===== config.mk =====
export PLATFORM = sky130hd
export DESIGN_NAME = sadc_core
export DESIGN_NICKNAME = d
export VERILOG_FILES = /design/src/rtl/sadc_pkg.sv /design/src/rtl/sadc_core.sv /design/src/rtl/sadc_sar.sv /design/src/rtl/sadc_sync2.sv
export SDC_FILE = /design/constraint.sdc
export NUM_CORES = 1
export LEC_CHECK = 0
export ABC_AREA = 0
export BUFFER_PORTS_ARGS = -buffer_cell sky130_fd_sc_hd__buf_2
export CORE_MARGIN = 2
export CORE_UTILIZATION = 30
export CTS_CLUSTER_SIZE = 30
export DETAILED_ROUTE_END_ITERATION = 8
export GPL_TIMING_DRIVEN = 0
export PLACE_DENSITY_LB_ADDON = 0.12
export SYNTH_ARGS = -nofsm -noshare
export SYNTH_HDL_FRONTEND = slang
export SYNTH_SLANG_ARGS = --single-unit

===== constraint.sdc =====
create_clock -name CLK_SYS_I -period 4.8 [get_ports CLK_SYS_I]
set_input_delay 0.48 -clock CLK_SYS_I [delete_from_list [all_inputs] [get_ports CLK_SYS_I]]
set_output_delay 0.48 -clock CLK_SYS_I [all_outputs]
set_load 0.05 [all_outputs]

===== src/rtl/sadc_pkg.sv =====
// Package of constants and types for the serial-framed SAR converter control block
//
// Behaviour
// - One frame per conversion, select low to high
// - Select falling edge samples input, starts conversion
// - Conversion and shifting paced by serial clock only
// - Leading zero driven at select falling edge
// - Later falling edges shift zero, then result
// - Output held low after twelve clocks
// - Select rising ends frame, output high impedance
// - Inputs disconnected while converting
// - Conversion done reconnects inputs, acquisition begins
// - Results are ten-bit unsigned straight binary
// - Ideal codes 000, 001, 200, 201, 3FF
// - First select fall after power-up starts calibration
// - First frame after power-up outputs only low
// - Offset store unreachable from the serial interface
// - Offset store cleared to zero at power-up
// - Inputs disconnected while calibrating
// - Only power cycle resets calibration state
// - Power-up calibration needs sixteen edges, else unchanged
// - Frame recalibration edges 17 to 32, else unchanged
// - Later results corrected by stored offset
package sadc_pkg;

    // ------------------------------------------------------------
    // Widths
    // ------------------------------------------------------------
    localparam int RES_W = 10;
    localparam int STORE_W = 6;
    localparam int CNT_W = 6;
    localparam int ACQ_W = 6;

    // ------------------------------------------------------------
    // Codes of the transfer function
    // ------------------------------------------------------------
    localparam logic [RES_W-1:0] CODE_NEG_FULL = 10'h000;
    localparam logic [RES_W-1:0] CODE_MID = 10'h200;
    localparam logic [RES_W-1:0] CODE_POS_FULL = 10'h3FF;
    localparam logic [STORE_W-1:0] STORE_RESET = 6'h00;

    // ------------------------------------------------------------
    // Serial clock falling edge numbers inside a frame
    // ------------------------------------------------------------
    localparam logic [CNT_W-1:0] EDGE_NONE = 6'h00;
    localparam logic [CNT_W-1:0] EDGE_SECOND_ZERO = 6'h01;
    localparam logic [CNT_W-1:0] EDGE_CONV_DONE = 6'h0A;
    localparam logic [CNT_W-1:0] EDGE_LSB = 6'h0B;
    localparam logic [CNT_W-1:0] EDGE_HOLD_LOW = 6'h0C;
    localparam logic [CNT_W-1:0] EDGE_PWRUP_CAL_DONE = 6'h10;
    localparam logic [CNT_W-1:0] EDGE_RECAL_START = 6'h11;
    localparam logic [CNT_W-1:0] EDGE_RECAL_DONE = 6'h20;
    localparam logic [CNT_W-1:0] EDGE_MAX = 6'h3F;

    // ------------------------------------------------------------
    // Timing
    // ------------------------------------------------------------
    localparam int SYS_PERIOD_PS = 5000;
    localparam int MIN_SAMPLE_WINDOW_PS = 235000;
    localparam int MIN_SAMPLE_CYC_INT = (MIN_SAMPLE_WINDOW_PS + SYS_PERIOD_PS - 1) / SYS_PERIOD_PS;
    localparam logic [ACQ_W-1:0] MIN_SAMPLE_CYC = ACQ_W'(MIN_SAMPLE_CYC_INT);

    // ------------------------------------------------------------
    // Frame phases
    // ------------------------------------------------------------
    typedef enum logic [2:0] {
        FR_IDLE = 3'b000,
        FR_PWRUP_CAL = 3'b001,
        FR_CONVERT = 3'b010,
        FR_TRAIL = 3'b011,
        FR_RECAL = 3'b100,
        FR_DONE = 3'b101
    } sadc_phase_t;

endpackage


===== src/rtl/sadc_core.sv =====
// Digital control of the serial-framed SAR converter with offset calibration
`timescale 1ns/1ps
module sadc_core (
    // System clock and power-up reset
    input wire logic CLK_SYS_I,
    input wire logic RST_I,
    // Serial interface pins from the host
    input wire logic CS_N_I,
    input wire logic SCLK_I,
    // Serial data pin, two signals of a tri-state output
    output logic SDO_O,
    output logic SDO_OE_O,
    // Analog front end
    input wire logic COMP_I,
    output logic [sadc_pkg::RES_W-1:0] DAC_CODE_O,
    output logic SAMPLE_CONNECT_O,
    output logic CAL_REF_SEL_O,
    output logic ACQ_READY_O
);

    // ------------------------------------------------------------
    // Declarations
    // ------------------------------------------------------------
    logic [2:0] pins_s;
    logic cs_n_s;
    logic sclk_s;
    logic comp_s;
    logic cs_prev_r;
    logic sclk_prev_r;
    logic frame_open;
    logic frame_close;
    logic sclk_fall;
    logic [sadc_pkg::CNT_W-1:0] edge_cnt_r;
    logic [sadc_pkg::CNT_W-1:0] edge_nxt;
    logic pwrup_pending_r;
    logic [sadc_pkg::STORE_W-1:0] offset_correction_store_r;
    logic [sadc_pkg::STORE_W-1:0] cal_offset;
    sadc_pkg::sadc_phase_t phase_r;
    sadc_pkg::sadc_phase_t phase_nxt;
    logic conv_start;
    logic conv_step;
    logic [sadc_pkg::RES_W-1:0] conv_trial;
    logic conv_done;
    logic cal_start;
    logic cal_step;
    logic [sadc_pkg::STORE_W-1:0] cal_trial;
    logic cal_done;
    logic cal_commit;
    logic sdo_r;
    logic sdo_oe_r;
    logic [sadc_pkg::RES_W-1:0] dac_r;
    logic [sadc_pkg::RES_W-1:0] dac_nxt;
    logic connect_r;
    logic cal_ref_r;
    logic [sadc_pkg::ACQ_W-1:0] acq_cnt_r;
    logic acq_ready_r;

    // ------------------------------------------------------------
    // Functions
    // ------------------------------------------------------------
    // Phases in which the sampling stage is cut off from the inputs
    function automatic logic is_isolated(input sadc_pkg::sadc_phase_t st);
        logic iso;
        case (st)
            sadc_pkg::FR_CONVERT: iso = 1'b1;
            sadc_pkg::FR_PWRUP_CAL: iso = 1'b1;
            sadc_pkg::FR_RECAL: iso = 1'b1;
            default: iso = 1'b0;
        endcase
        return iso;
    endfunction

    // Phases in which the calibration reference replaces the inputs
    function automatic logic is_cal(input sadc_pkg::sadc_phase_t st);
        logic cal;
        case (st)
            sadc_pkg::FR_PWRUP_CAL: cal = 1'b1;
            sadc_pkg::FR_RECAL: cal = 1'b1;
            default: cal = 1'b0;
        endcase
        return cal;
    endfunction

    // Trial code shifted by a signed offset, clamped to the code range
    function automatic logic [sadc_pkg::RES_W-1:0] shift_code(
        input logic [sadc_pkg::RES_W-1:0] code,
        input logic [sadc_pkg::STORE_W-1:0] offs
    );
        logic signed [sadc_pkg::RES_W+1:0] sum;
        logic [sadc_pkg::RES_W-1:0] res;
        sum = $signed({2'b00, code}) +
            $signed({{(sadc_pkg::RES_W+2-sadc_pkg::STORE_W){offs[sadc_pkg::STORE_W-1]}}, offs});
        if (sum < 0) begin
            res = sadc_pkg::CODE_NEG_FULL;
        end else if (sum > $signed({2'b00, sadc_pkg::CODE_POS_FULL})) begin
            res = sadc_pkg::CODE_POS_FULL;
        end else begin
            res = sum[sadc_pkg::RES_W-1:0];
        end
        return res;
    endfunction

    // ------------------------------------------------------------
    // Pin synchronisers
    // ------------------------------------------------------------
    // Select idles high so the reset value must not look like a frame
    sadc_sync2 #(
        .W(3),
        .INIT(3'h6)
    ) u_pin_sync (
        .clk_i(CLK_SYS_I),
        .rst_i(RST_I),
        .async_i({CS_N_I, SCLK_I, COMP_I}),
        .sync_o(pins_s)
    );

    assign cs_n_s = pins_s[2];
    assign sclk_s = pins_s[1];
    assign comp_s = pins_s[0];

    // ------------------------------------------------------------
    // Edge detection on synchronised pins
    // ------------------------------------------------------------
    // Edge history registers for select and serial clock
    always_ff @(posedge CLK_SYS_I) begin
        if (RST_I) begin
            cs_prev_r <= 1'b1;
            sclk_prev_r <= 1'b1;
        end else begin
            cs_prev_r <= cs_n_s;
            sclk_prev_r <= sclk_s;
        end
    end

    // Frame bounds come from select edges only
    assign frame_open = cs_prev_r & ~cs_n_s;
    assign frame_close = ~cs_prev_r & cs_n_s;
    // Serial clock edges count only inside an open frame
    assign sclk_fall = sclk_prev_r & ~sclk_s & ~cs_n_s & ~frame_close &
        (phase_r != sadc_pkg::FR_IDLE);

    // ------------------------------------------------------------
    // Falling edge counter
    // ------------------------------------------------------------
    // Saturates so that very long frames cannot wrap into the schedule
    assign edge_nxt = (edge_cnt_r == sadc_pkg::EDGE_MAX) ? edge_cnt_r :
        edge_cnt_r + 1'b1;

    always_ff @(posedge CLK_SYS_I) begin
        if (RST_I) begin
            edge_cnt_r <= sadc_pkg::EDGE_NONE;
        end else if (frame_open) begin
            edge_cnt_r <= sadc_pkg::EDGE_NONE;
        end else if (sclk_fall) begin
            edge_cnt_r <= edge_nxt;
        end
    end

    // ------------------------------------------------------------
    // Power-up calibration marker
    // ------------------------------------------------------------
    // Cleared by the first frame whether or not it ran long enough
    always_ff @(posedge CLK_SYS_I) begin
        if (RST_I) begin
            pwrup_pending_r <= 1'b1;
        end else if (frame_open) begin
            pwrup_pending_r <= 1'b0;
        end
    end

    // ------------------------------------------------------------
    // Frame phase sequencer
    // ------------------------------------------------------------
    // Select rising has priority over any clock edge in the same cycle
    always_comb begin
        phase_nxt = phase_r;
        if (frame_close) begin
            phase_nxt = sadc_pkg::FR_IDLE;
        end else begin
            case (phase_r)
                sadc_pkg::FR_IDLE: begin
                    if (frame_open && pwrup_pending_r) begin
                        phase_nxt = sadc_pkg::FR_PWRUP_CAL;
                    end else if (frame_open) begin
                        phase_nxt = sadc_pkg::FR_CONVERT;
                    end
                end
                sadc_pkg::FR_CONVERT: begin
                    if (sclk_fall && edge_nxt == sadc_pkg::EDGE_CONV_DONE) begin
                        phase_nxt = sadc_pkg::FR_TRAIL;
                    end
                end
                sadc_pkg::FR_TRAIL: begin
                    if (sclk_fall && edge_nxt == sadc_pkg::EDGE_RECAL_START) begin
                        phase_nxt = sadc_pkg::FR_RECAL;
                    end
                end
                sadc_pkg::FR_RECAL: begin
                    if (sclk_fall && edge_nxt == sadc_pkg::EDGE_RECAL_DONE) begin
                        phase_nxt = sadc_pkg::FR_DONE;
                    end
                end
                sadc_pkg::FR_PWRUP_CAL: begin
                    if (sclk_fall && edge_nxt == sadc_pkg::EDGE_PWRUP_CAL_DONE) begin
                        phase_nxt = sadc_pkg::FR_DONE;
                    end
                end
                sadc_pkg::FR_DONE: begin
                    phase_nxt = sadc_pkg::FR_DONE;
                end
                default: begin
                    phase_nxt = sadc_pkg::FR_IDLE;
                end
            endcase
        end
    end

    always_ff @(posedge CLK_SYS_I) begin
        if (RST_I) begin
            phase_r <= sadc_pkg::FR_IDLE;
        end else begin
            phase_r <= phase_nxt;
        end
    end

    // ------------------------------------------------------------
    // Conversion register
    // ------------------------------------------------------------
    // One decision per falling edge, MSB at the first edge
    assign conv_start = frame_open & ~pwrup_pending_r & (phase_r == sadc_pkg::FR_IDLE);
    assign conv_step = sclk_fall & (phase_r == sadc_pkg::FR_CONVERT);

    sadc_sar #(
        .W(sadc_pkg::RES_W)
    ) u_conv_sar (
        .clk_i(CLK_SYS_I),
        .rst_i(RST_I),
        .start_i(conv_start),
        .step_i(conv_step),
        .comp_i(comp_s),
        .trial_o(conv_trial),
        .done_o(conv_done)
    );

    // ------------------------------------------------------------
    // Calibration register
    // ------------------------------------------------------------
    // Searches the offset against a mid-scale reference
    assign cal_start = (frame_open & pwrup_pending_r & (phase_r == sadc_pkg::FR_IDLE)) |
        (sclk_fall & (phase_r == sadc_pkg::FR_TRAIL) &
        (edge_nxt == sadc_pkg::EDGE_RECAL_START));
    assign cal_step = sclk_fall & is_cal(phase_r) & ~cal_done;

    sadc_sar #(
        .W(sadc_pkg::STORE_W)
    ) u_cal_sar (
        .clk_i(CLK_SYS_I),
        .rst_i(RST_I),
        .start_i(cal_start),
        .step_i(cal_step),
        .comp_i(comp_s),
        .trial_o(cal_trial),
        .done_o(cal_done)
    );

    // Offset-binary trial to two's complement offset
    assign cal_offset = {~cal_trial[sadc_pkg::STORE_W-1], cal_trial[sadc_pkg::STORE_W-2:0]};

    // ------------------------------------------------------------
    // Offset correction store
    // ------------------------------------------------------------
    // Written only at the final calibration edge; a short frame leaves it
    assign cal_commit = sclk_fall &
        (((phase_r == sadc_pkg::FR_PWRUP_CAL) && (edge_nxt == sadc_pkg::EDGE_PWRUP_CAL_DONE)) ||
        ((phase_r == sadc_pkg::FR_RECAL) && (edge_nxt == sadc_pkg::EDGE_RECAL_DONE)));

    // No serial path reads or writes this store
    always_ff @(posedge CLK_SYS_I) begin
        if (RST_I) begin
            offset_correction_store_r <= sadc_pkg::STORE_RESET;
        end else if (cal_commit) begin
            offset_correction_store_r <= cal_offset;
        end
    end

    // ------------------------------------------------------------
    // Trial level to the capacitor DAC
    // ------------------------------------------------------------
    // Correction is folded into the trial level so bits leave already
    // corrected; a post-subtraction would break zero-latency shifting
    always_comb begin
        case (phase_r)
            sadc_pkg::FR_CONVERT: begin
                dac_nxt = shift_code(conv_trial, offset_correction_store_r);
            end
            sadc_pkg::FR_PWRUP_CAL, sadc_pkg::FR_RECAL: begin
                dac_nxt = shift_code(sadc_pkg::CODE_MID, cal_offset);
            end
            default: begin
                dac_nxt = sadc_pkg::CODE_MID;
            end
        endcase
    end

    always_ff @(posedge CLK_SYS_I) begin
        if (RST_I) begin
            dac_r <= sadc_pkg::CODE_MID;
        end else begin
            dac_r <= dac_nxt;
        end
    end

    // ------------------------------------------------------------
    // Sampling switch and calibration reference
    // ------------------------------------------------------------
    // Opening the switch at select falling freezes the sample
    always_ff @(posedge CLK_SYS_I) begin
        if (RST_I) begin
            connect_r <= 1'b1;
            cal_ref_r <= 1'b0;
        end else begin
            connect_r <= ~is_isolated(phase_nxt);
            cal_ref_r <= is_cal(phase_nxt);
        end
    end

    // ------------------------------------------------------------
    // Acquisition timer
    // ------------------------------------------------------------
    // Tells the system when the sample window has been long enough;
    // the host still owns the spacing of frames
    always_ff @(posedge CLK_SYS_I) begin
        if (RST_I) begin
            acq_cnt_r <= '0;
            acq_ready_r <= 1'b0;
        end else if (!connect_r) begin
            acq_cnt_r <= '0;
            acq_ready_r <= 1'b0;
        end else if (acq_cnt_r != sadc_pkg::MIN_SAMPLE_CYC) begin
            acq_cnt_r <= acq_cnt_r + 1'b1;
            acq_ready_r <= 1'b0;
        end else begin
            acq_ready_r <= 1'b1;
        end
    end

    // ------------------------------------------------------------
    // Serial data output
    // ------------------------------------------------------------
    // Edge 1 sends the second zero, edges 2 to 11 send MSB to LSB;
    // the bit sent at edge k was settled at edge k-1
    always_ff @(posedge CLK_SYS_I) begin
        if (RST_I) begin
            sdo_r <= 1'b0;
            sdo_oe_r <= 1'b0;
        end else if (frame_close) begin
            sdo_r <= 1'b0;
            sdo_oe_r <= 1'b0;
        end else if (frame_open) begin
            sdo_r <= 1'b0;
            sdo_oe_r <= 1'b1;
        end else if (sclk_fall) begin
            if (phase_r == sadc_pkg::FR_PWRUP_CAL || pwrup_pending_r) begin
                sdo_r <= 1'b0;
            end else if (edge_nxt <= sadc_pkg::EDGE_SECOND_ZERO) begin
                sdo_r <= 1'b0;
            end else if (edge_nxt >= sadc_pkg::EDGE_HOLD_LOW) begin
                sdo_r <= 1'b0;
            end else begin
                sdo_r <= conv_trial[4'(sadc_pkg::EDGE_LSB - edge_nxt)];
            end
        end
    end

    // ------------------------------------------------------------
    // Outputs
    // ------------------------------------------------------------
    assign SDO_O = sdo_r;
    assign SDO_OE_O = sdo_oe_r;
    assign DAC_CODE_O = dac_r;
    assign SAMPLE_CONNECT_O = connect_r;
    assign CAL_REF_SEL_O = cal_ref_r;
    assign ACQ_READY_O = acq_ready_r;

endmodule


===== src/rtl/sadc_sar.sv =====
// Successive approximation register stepped one decision at a time
`timescale 1ns/1ps
module sadc_sar #(
    parameter int W = 10
) (
    // Clock and reset
    input wire logic clk_i,
    input wire logic rst_i,
    // Control
    input wire logic start_i,
    input wire logic step_i,
    input wire logic comp_i,
    // Trial code, becomes the result once done
    output logic [W-1:0] trial_o,
    output logic done_o
);

    logic [W-1:0] mask_r;

    // ------------------------------------------------------------
    // Start sets the MSB trial; each step settles the current bit
    // ------------------------------------------------------------
    // Comparator high means the input is at or above the trial level
    always_ff @(posedge clk_i) begin
        if (rst_i) begin
            trial_o <= '0;
            mask_r <= '0;
            done_o <= 1'b0;
        end else if (start_i) begin
            trial_o <= {1'b1, {(W-1){1'b0}}};
            mask_r <= {1'b1, {(W-1){1'b0}}};
            done_o <= 1'b0;
        end else if (step_i && !done_o) begin
            trial_o <= (trial_o & ~(mask_r & {W{~comp_i}})) | (mask_r >> 1);
            mask_r <= mask_r >> 1;
            done_o <= mask_r[0];
        end
    end

endmodule


===== src/rtl/sadc_sync2.sv =====
// Two flip-flop synchroniser for a group of asynchronous pins
`timescale 1ns/1ps
module sadc_sync2 #(
    parameter int W = 1,
    parameter logic [W-1:0] INIT = '0
) (
    // Clock and reset
    input wire logic clk_i,
    input wire logic rst_i,
    // Pins and synchronised levels
    input wire logic [W-1:0] async_i,
    output logic [W-1:0] sync_o
);

    // ------------------------------------------------------------
    // One pair of flops per bit
    // ------------------------------------------------------------
    genvar g;
    generate
        for (g = 0; g < W; g++) begin : g_bit
            logic meta_r;
            logic sync_r;
            // First stage feeds only the second stage
            always_ff @(posedge clk_i) begin
                if (rst_i) begin
                    meta_r <= INIT[g];
                    sync_r <= INIT[g];
                end else begin
                    meta_r <= async_i[g];
                    sync_r <= meta_r;
                end
            end
            assign sync_o[g] = sync_r;
        end
    endgenerate

endmodule

==> results of run 1 <==
per-stage QoR:
step | power [mW] | setup WS [ns] | util [%]
final | 1.42 | 1.64 | 35.6
after CTS | 1.44 | 1.63 | 35.6
after global routing | 1.48 | 1.37 | 35.6
after global placement | 0.772 | 1.67 | 33.4
after floorplan | 0.752 | 2.26 | -
after detailed placement | 0.773 | 1.66 | 33.4
power breakdown:
part           internal (mW)  switching (mW)  total [mW]
clock network          0.383           0.279       0.662
logic                 0.0275          0.0545      0.0820
registers              0.668         0.00751       0.676
critical path, cell delays in order (launching register included):
cell	delay [ns]
dfxtp_1	0.50
ha_1	0.31
and4_1	0.31
nand2_1	0.18
and2_1	0.25
ha_1	0.25
and2_1	0.20
and3_1	0.21
a32oi_1	0.41
nand2b_1	0.13
buf_2	0.20
a21oi_1	0.13
synth_stat cells (3+ instances only):
cell,instances
a211oi_1,6
a21o_1,7
a21oi_1,48
a221oi_1,4
a22o_1,3
a31oi_1,4
and3_1,3
buf_2,5
clkbuf_1,9
dfxtp_1,79
ha_1,19
inv_1,12
mux2i_1,15
nand2_1,84
nand2b_1,9
nand3_1,6
nand4_1,4
nor2_1,38
nor2b_1,6
nor3_1,8
nor3b_1,3
o21a_1,4
o21ai_0,11
or2_2,8
or3_1,6
xnor2_1,10
xor2_1,5
worst min-delay path by stage:
stage	end
finish	u_pin_sync.g_bit[1].meta_r$_SDFF_PP1_
global placement	u_pin_sync.g_bit[2].sync_r$_SDFF_PP1_
CTS	u_pin_sync.g_bit[1].meta_r$_SDFF_PP1_
global route	u_pin_sync.g_bit[1].meta_r$_SDFF_PP1_
detailed placement	u_pin_sync.g_bit[2].sync_r$_SDFF_PP1_
floorplan	u_pin_sync.g_bit[1].sync_r$_SDFF_PP1_
flip-flops by register name, indices dropped and copies added (netlist names), 3 cells and up:
name,count
phase_r,3
offset_correction_store_r,6
acq_cnt_r,6
edge_cnt_r,6
u_cal_sar.mask_r,6
u_conv_sar.trial_o,10
u_cal_sar.trial_o,6
u_conv_sar.mask_r,10
u_pin_sync.g_bit.sync_r,3
u_pin_sync.g_bit.meta_r,3
DAC_CODE_O,10
area by class of cell:
| class | instances | area (sq um) |
|---|---|---|
| sequential | 79 | 1580 |
| multi-input combinational | 354 | 2240 |
| inverter | 12 | 45.0 |
| buffer | 18 | 92.6 |
| clock buffer | 13 | 260 |
| clock inverter | 3 | 25.0 |
| fill | 1312 | 8220 |
| tap | 172 | 215 |
| timing repair buffer | 18 | 90.1 |
placed cells by master (no fill, tap or decap), drive strengths merged, types with 5 or more instances in the layout:
master,instances
a21o,7
clkbuf,22
mux2i,15
xor2,5
nand3,7
dfxtp,79
or3,9
a21oi,50
nand2,84
a211oi,6
inv,14
nand2b,9
xnor2,10
ha,19
or2,8
o21ai,11
nor3,9
buf,27
nor2,38
nor2b,6
per-layer routing:
| metal | track usage [%] | up-vias | share of wire [%] |
|---|---|---|---|
| met1 | 18.9 | 1552 | 47 |
| li1 | - | 1689 | - |
| met5 | 0 | - | 0 |
| met2 | 22.1 | 52 | 46 |
| met4 | 6.40 | 0 | 2.8 |
| met3 | 4.36 | 17 | 3.7 |
kinds of logic (layout without fill, tap and decap cells):
kind of cell             count (synthesis)  in the layout  share of synthesized area [%]
adder cells (fa/ha/maj)                 20             20                           6.51
AO/OA/AOI/OAI                          109            109                           18.2
buffers and inverters                   30             64                           3.48
XOR/XNOR                                15             15                           3.32
multiplexers                            17             17                           4.93
AND/OR/NAND/NOR                        193            193                           23.6
flip-flops                              79             79                           39.9
==> results.sh, run 1 <==
export IMPL_critical_path_startpoint="edge_cnt_r[0]$_SDFFE_PP0P_"
export IMPL_syn_num_nets=488
export IMPL_run_status="complete, no violations"
export IMPL_hold_buffers=0
export IMPL_avgSynthCellArea_sq_um=8.55
export IMPL_cts_htree_levels=3
export IMPL_cts_tree="built"
export IMPL_clk_latency_ns=0.34
export IMPL_drc=0
export IMPL_cp_endpoint="u_cal_sar.mask_r[0]$_SDFFE_PP0P_"
export IMPL_rsz0062_at_grt="no"
export IMPL_irDropWorstVdd_uv=161
export IMPL_die_h_um=119
export IMPL_post_route_min_period_ns=3.16
export IMPL_seq_area_frac_synth_pct=39.9
export IMPL_ff2ff_setup_slack_ns=1.64
export IMPL_gr_total_overflow=0
export IMPL_root_buffer="clkbuf_16"
export IMPL_place_area_sq_mm=0.00426
export IMPL_synth_seq_cells=79
export IMPL_wirelength_mm=9.79
export IMPL_placed_cells_incl_taps=653
export IMPL_worst_path_max_fanout=10
export IMPL_r2r_end="u_cal_sar.mask_r[0]$_SDFFE_PP0P_"
export IMPL_final_cells=669
export IMPL_ff2ff_path_depth=11
export IMPL_layout_nets=517
export IMPL_synthCells=463
export IMPL_yosysWarnings=0
export IMPL_final_setup_viol_count=0
export IMPL_cp_end_kind="flop"
export IMPL_synth_top_area_share_pct=39.9
export IMPL_drtIter0Drc=235
export IMPL_cts_sinks=79
export IMPL_diodes=0
export IMPL_ios=20
export IMPL_rows=41
export IMPL_cellPowerDensity_mw_per_mm2=312
export IMPL_cts_clk_slew_worst_paths_ns=0.06
export IMPL_grt_usage_pct=14.5
export IMPL_setup_tns_ns=0
export IMPL_worstHoldStart="SCLK_I"
export IMPL_async_flop_share_pct=0
export IMPL_numPortBuffers=18
export IMPL_clk_path_buf_depth=2
export IMPL_period_share_pct=65.7
export IMPL_initial_core_util_pct=31.0
export IMPL_ctsResizeCount=0
export IMPL_ys_types=63
export IMPL_slew_viol_final=0
export IMPL_via_per_inst=4.95
export IMPL_maxCapViolations=0
export IMPL_grt_pass1_vias=3129
export IMPL_layout_drive_gt1_share_pct=12.9
export IMPL_cp_start_kind="flop"
export IMPL_p_leak_nw=1.68
export IMPL_clock_skew_ns=0.00595
export IMPL_slew_headroom_pct=53.5
export IMPL_wl_per_cell_um=14.6
export IMPL_numCtsBuffers=9
export IMPL_place_congestion=0.822
export IMPL_required_ns=5.07
export IMPL_worst_pin_slew_ns=0.692
export IMPL_grt_pass1_wl_mm=15.9
export IMPL_antenna_found_initial=0
export IMPL_cts_setup_buffers=0
export IMPL_via_count=3310
export IMPL_stdcell_area_sq_mm=0.00455
export IMPL_crit_arrival_ns=3.43
export IMPL_max_freq_ghz=0.317
export IMPL_holdWs_ns=0.318
export IMPL_synth_top_area_cell="dfxtp_1"
export IMPL_hold_depth=2
export IMPL_syn_to_final_growth_pct=14.9
export IMPL_grt_max_degree=14
export IMPL_critical_path_class="reg2reg"
export IMPL_synth_area_top_cells="dfxtp_1, nand2_1, a21oi_1"
export IMPL_dp_hpwl_mm=7.30
export IMPL_hold_viol_final=0
export IMPL_synthesis_area_sq_mm=0.00396
export IMPL_drtAntennaViolNets=0
export IMPL_core_sq_mm=0.0128
export IMPL_drt_pre_antenna_iters=4
export IMPL_hold_class="in2reg"
export IMPL_synth_edf_count=0
export IMPL_die_area_sq_mm=0.0141
export IMPL_die_w_um=119
export IMPL_synth_flop_cell="dfxtp_1"
export IMPL_reg2reg_from="edge_cnt_r[0]$_SDFFE_PP0P_"
Note: power is estimated with default switching activity, not from simulation.
==> inputs of run 2 (changes only) <==
- ABC_AREA: 0 -> 1
- clock period: 4.8 -> 3.1 ns (I/O delays scaled with it)
==> run 2 against run 1 <==
  * Synthesized area is 0.66% lower
  * Clock skew is 0.00072 ns higher
  * Highest routed layer unchanged
  * Sequential share of layout area is 0.30 points lower
==> results.sh, run 2 <==
export IMPL_critical_path_class="reg2reg"
export IMPL_clkPwrFrac_pct=52.2
export IMPL_seqPwrFrac_pct=43.9
export IMPL_reg2reg_from="edge_cnt_r[0]$_SDFFE_PP0P_"
export IMPL_via_count=3443
export IMPL_cp_end_kind="flop"
export IMPL_worst_pin_slew_ns=0.536
export IMPL_place_congestion=0.861
export IMPL_rows=41
export IMPL_setup_tns_ns=0
export IMPL_synth_seq_cells=79
export IMPL_hold_buffers=0
export IMPL_drt_pre_antenna_iters=6
export IMPL_stdcell_area_sq_mm=0.00459
export IMPL_p_total_mw=2.37
export IMPL_ff2ff_setup_slack_ns=0.41
export IMPL_max_stage_delay_ns=0.45
export IMPL_clk_latency_ns=0.34
export IMPL_numCtsBuffers=9
export IMPL_final_setup_viol_count=0
export IMPL_cts_sinks=79
export IMPL_final_cells=751
export IMPL_synth_edf_count=0
export IMPL_place_area_sq_mm=0.00424
export IMPL_layout_commonest_cell="nand2_1"
export IMPL_yosysWarnings=0
export IMPL_grt_usage_pct=14.8
export IMPL_ios=20
export IMPL_drtIter0Drc=163
export IMPL_r2r_end="SDO_O$_SDFFE_PP0P_"
export IMPL_wl_per_cell_um=12.8
export IMPL_synth_top_area_cell="dfxtp_1"
export IMPL_layout_drive_gt1_share_pct=13.1
export IMPL_crit_arrival_ns=2.96
export IMPL_drtAntennaViolNets=0
export IMPL_p_int_mw=1.87
export IMPL_numPortBuffers=19
export IMPL_cts_tree="built"
export IMPL_p_sw_mw=0.505
export IMPL_seq_area_frac_synth_pct=40.2
export IMPL_die_h_um=118
export IMPL_clk_path_buf_depth=2
export IMPL_synthesis_area_sq_mm=0.00393
export IMPL_combPwrFrac_pct=3.9
export IMPL_syn_num_nets=569
export IMPL_hold_depth=2
export IMPL_setup_ws_ns=0.410
export IMPL_period_share_pct=86.8
export IMPL_avgSynthCellArea_sq_um=7.23
export IMPL_max_freq_ghz=0.372
export IMPL_maxCapViolations=0
export IMPL_hold_class="in2reg"
export IMPL_holdWs_ns=0.147
export IMPL_rsz0062_at_grt="no"
export IMPL_irDropWorstVdd_uv=299
export IMPL_cp_start_kind="flop"
export IMPL_initial_core_util_pct=30.9
export IMPL_sw_frac_of_total_pct=21.3
export IMPL_async_flop_share_pct=0
export IMPL_cellPowerDensity_mw_per_mm2=517
export IMPL_post_route_util_pct=36.1
export IMPL_cts_clk_slew_worst_paths_ns=0.06
export IMPL_cts_setup_buffers=0
export IMPL_ctsResizeCount=0
export IMPL_diodes=0
export IMPL_slew_headroom_pct=64.3
export IMPL_synthCells=544
export IMPL_syn_to_final_growth_pct=16.7
export IMPL_run_status="complete, no violations"
export IMPL_worst_path_max_fanout=8
export IMPL_via_per_inst=4.58
export IMPL_min_to="u_pin_sync.g_bit[2].meta_r$_SDFF_PP1_"
export IMPL_layout_common_cells="nand2_1, dfxtp_1, inv_1"
export IMPL_dp_hpwl_mm=7.46
export IMPL_ff2ff_path_depth=12
export IMPL_crit_chain="ha_1 -> or2_2 -> a21oi_1 -> inv_1 -> ha_1 -> nor2_1 -> nand4_1 -> nor3_1 -> nand2_1 -> nor2_1 -> nand3_1 -> a21oi_1"
export IMPL_layout_nets=599
export IMPL_synth_flop_cell="dfxtp_1"
export IMPL_slew_viol_final=0
export IMPL_clock_skew_ns=0.00667
export IMPL_cpMaxStageDelayCell="a21oi_1"
export IMPL_post_synth_top_count_cell="nand2_1"
export IMPL_synth_area_top_cells="dfxtp_1, nand2_1, a21oi_1"
export IMPL_drc=0
export IMPL_dp_slack_ns=0.409
export IMPL_die_w_um=118
export IMPL_hold_viol_final=0
export IMPL_post_route_min_period_ns=2.69
export IMPL_placed_cells_incl_taps=735
export IMPL_grt_pass1_vias=3309
export IMPL_ys_top_cells_by_count="nand2_1, dfxtp_1, inv_1"
export IMPL_fillers=1418
export IMPL_antenna_found_initial=0
export IMPL_wirelength_mm=9.58
export IMPL_ys_types=34
export IMPL_worstHoldStart="CS_N_I"
export IMPL_gr_total_overflow=0
export IMPL_required_ns=3.37
export IMPL_core_sq_mm=0.0127
export IMPL_die_area_sq_mm=0.0140
export IMPL_root_buffer="clkbuf_16"
export IMPL_p_leak_nw=2.07
export IMPL_cts_htree_levels=3
export IMPL_synth_top_area_share_pct=40.2
export IMPL_grt_max_degree=14
export IMPL_grt_pass1_wl_mm=16.3
run 2: cell types whose count changed after synthesis, moves of 9 or more:
cell      before  now
nand2_1       84  139
inv_1         12   64
o21ai_0       11   36
mux2i_1       15    0
a21oi_1       48   62
nand3_1        6   19
nand2b_1       9    0
run 2: layer usage:
layer  track usage (%)  vias up  part of all wire, %
met2              22.2       51                   44
met3              4.01       14                  3.3
li1                  -     1824                    -
met1              19.8     1554                   51
met4              6.25        0                  2.2
met5                 0        -                    0
run 2: final cells by class:
type                            count  area [sq um]  area share, %
Multi-Input combinational cell    387          2050           44.7
Sequential cell                    79          1580           34.5
Inverter                           70           263           5.73
Clock buffer                       11           243           5.29
Tap cell                          172           215           4.69
Clock inverter                      5           104           2.26
Timing Repair Buffer               19          95.1           2.07
Buffer                              8          36.3          0.791
run 2: worst max-delay path by stage:
stage	startpoint	to	depth (start not counted)
3_3_place_gp	edge_cnt_r[0]$_SDFFE_PP0P_	u_cal_sar.mask_r[2]$_SDFFE_PP0P_	12
2_1_floorplan	edge_cnt_r[0]$_SDFFE_PP0P_	SDO_O$_SDFFE_PP0P_	12
3_5_place_dp	edge_cnt_r[0]$_SDFFE_PP0P_	u_cal_sar.trial_o[4]$_SDFFE_PP0P_	12
4_1_cts	edge_cnt_r[0]$_SDFFE_PP0P_	u_cal_sar.trial_o[4]$_SDFFE_PP0P_	12
6_report	edge_cnt_r[0]$_SDFFE_PP0P_	SDO_O$_SDFFE_PP0P_	12
5_1_grt	edge_cnt_r[0]$_SDFFE_PP0P_	u_cal_sar.mask_r[3]$_SDFFE_PP0P_	12
run 2: power groups by stage:
stage / Clock [mW] / Combinational (mW) / Sequential, mW
after floorplan: 0 / 0.0512 / 1.08
after global placement: 0 / 0.0926 / 1.06
after detailed placement: 0 / 0.0931 / 1.06
after CTS: 1.27 / 0.0930 / 1.04
after global routing: 1.32 / 0.103 / 1.04
final: 1.24 / 0.0920 / 1.04
run 2: cell families after synthesis:
group	Yosys count	share of synthesized area [%]
XOR/XNOR	8	1.78
AO/OA/AOI/OAI	117	15.9
AND/OR/NAND/NOR	242	27.9
adder cells (fa/ha/maj)	20	6.55
buffers and inverters	78	7.60
flip-flops	79	40.2
run 2: worst max-delay path, delay by kind of cell (launching register included):
kind	cells	cell delay, ns
AO/OA/AOI/OAI	2	0.60
adder cells (fa/ha/maj)	2	0.53
buffers and inverters	1	0.16
flip-flops	1	0.39
AND/OR/NAND/NOR	7	0.92
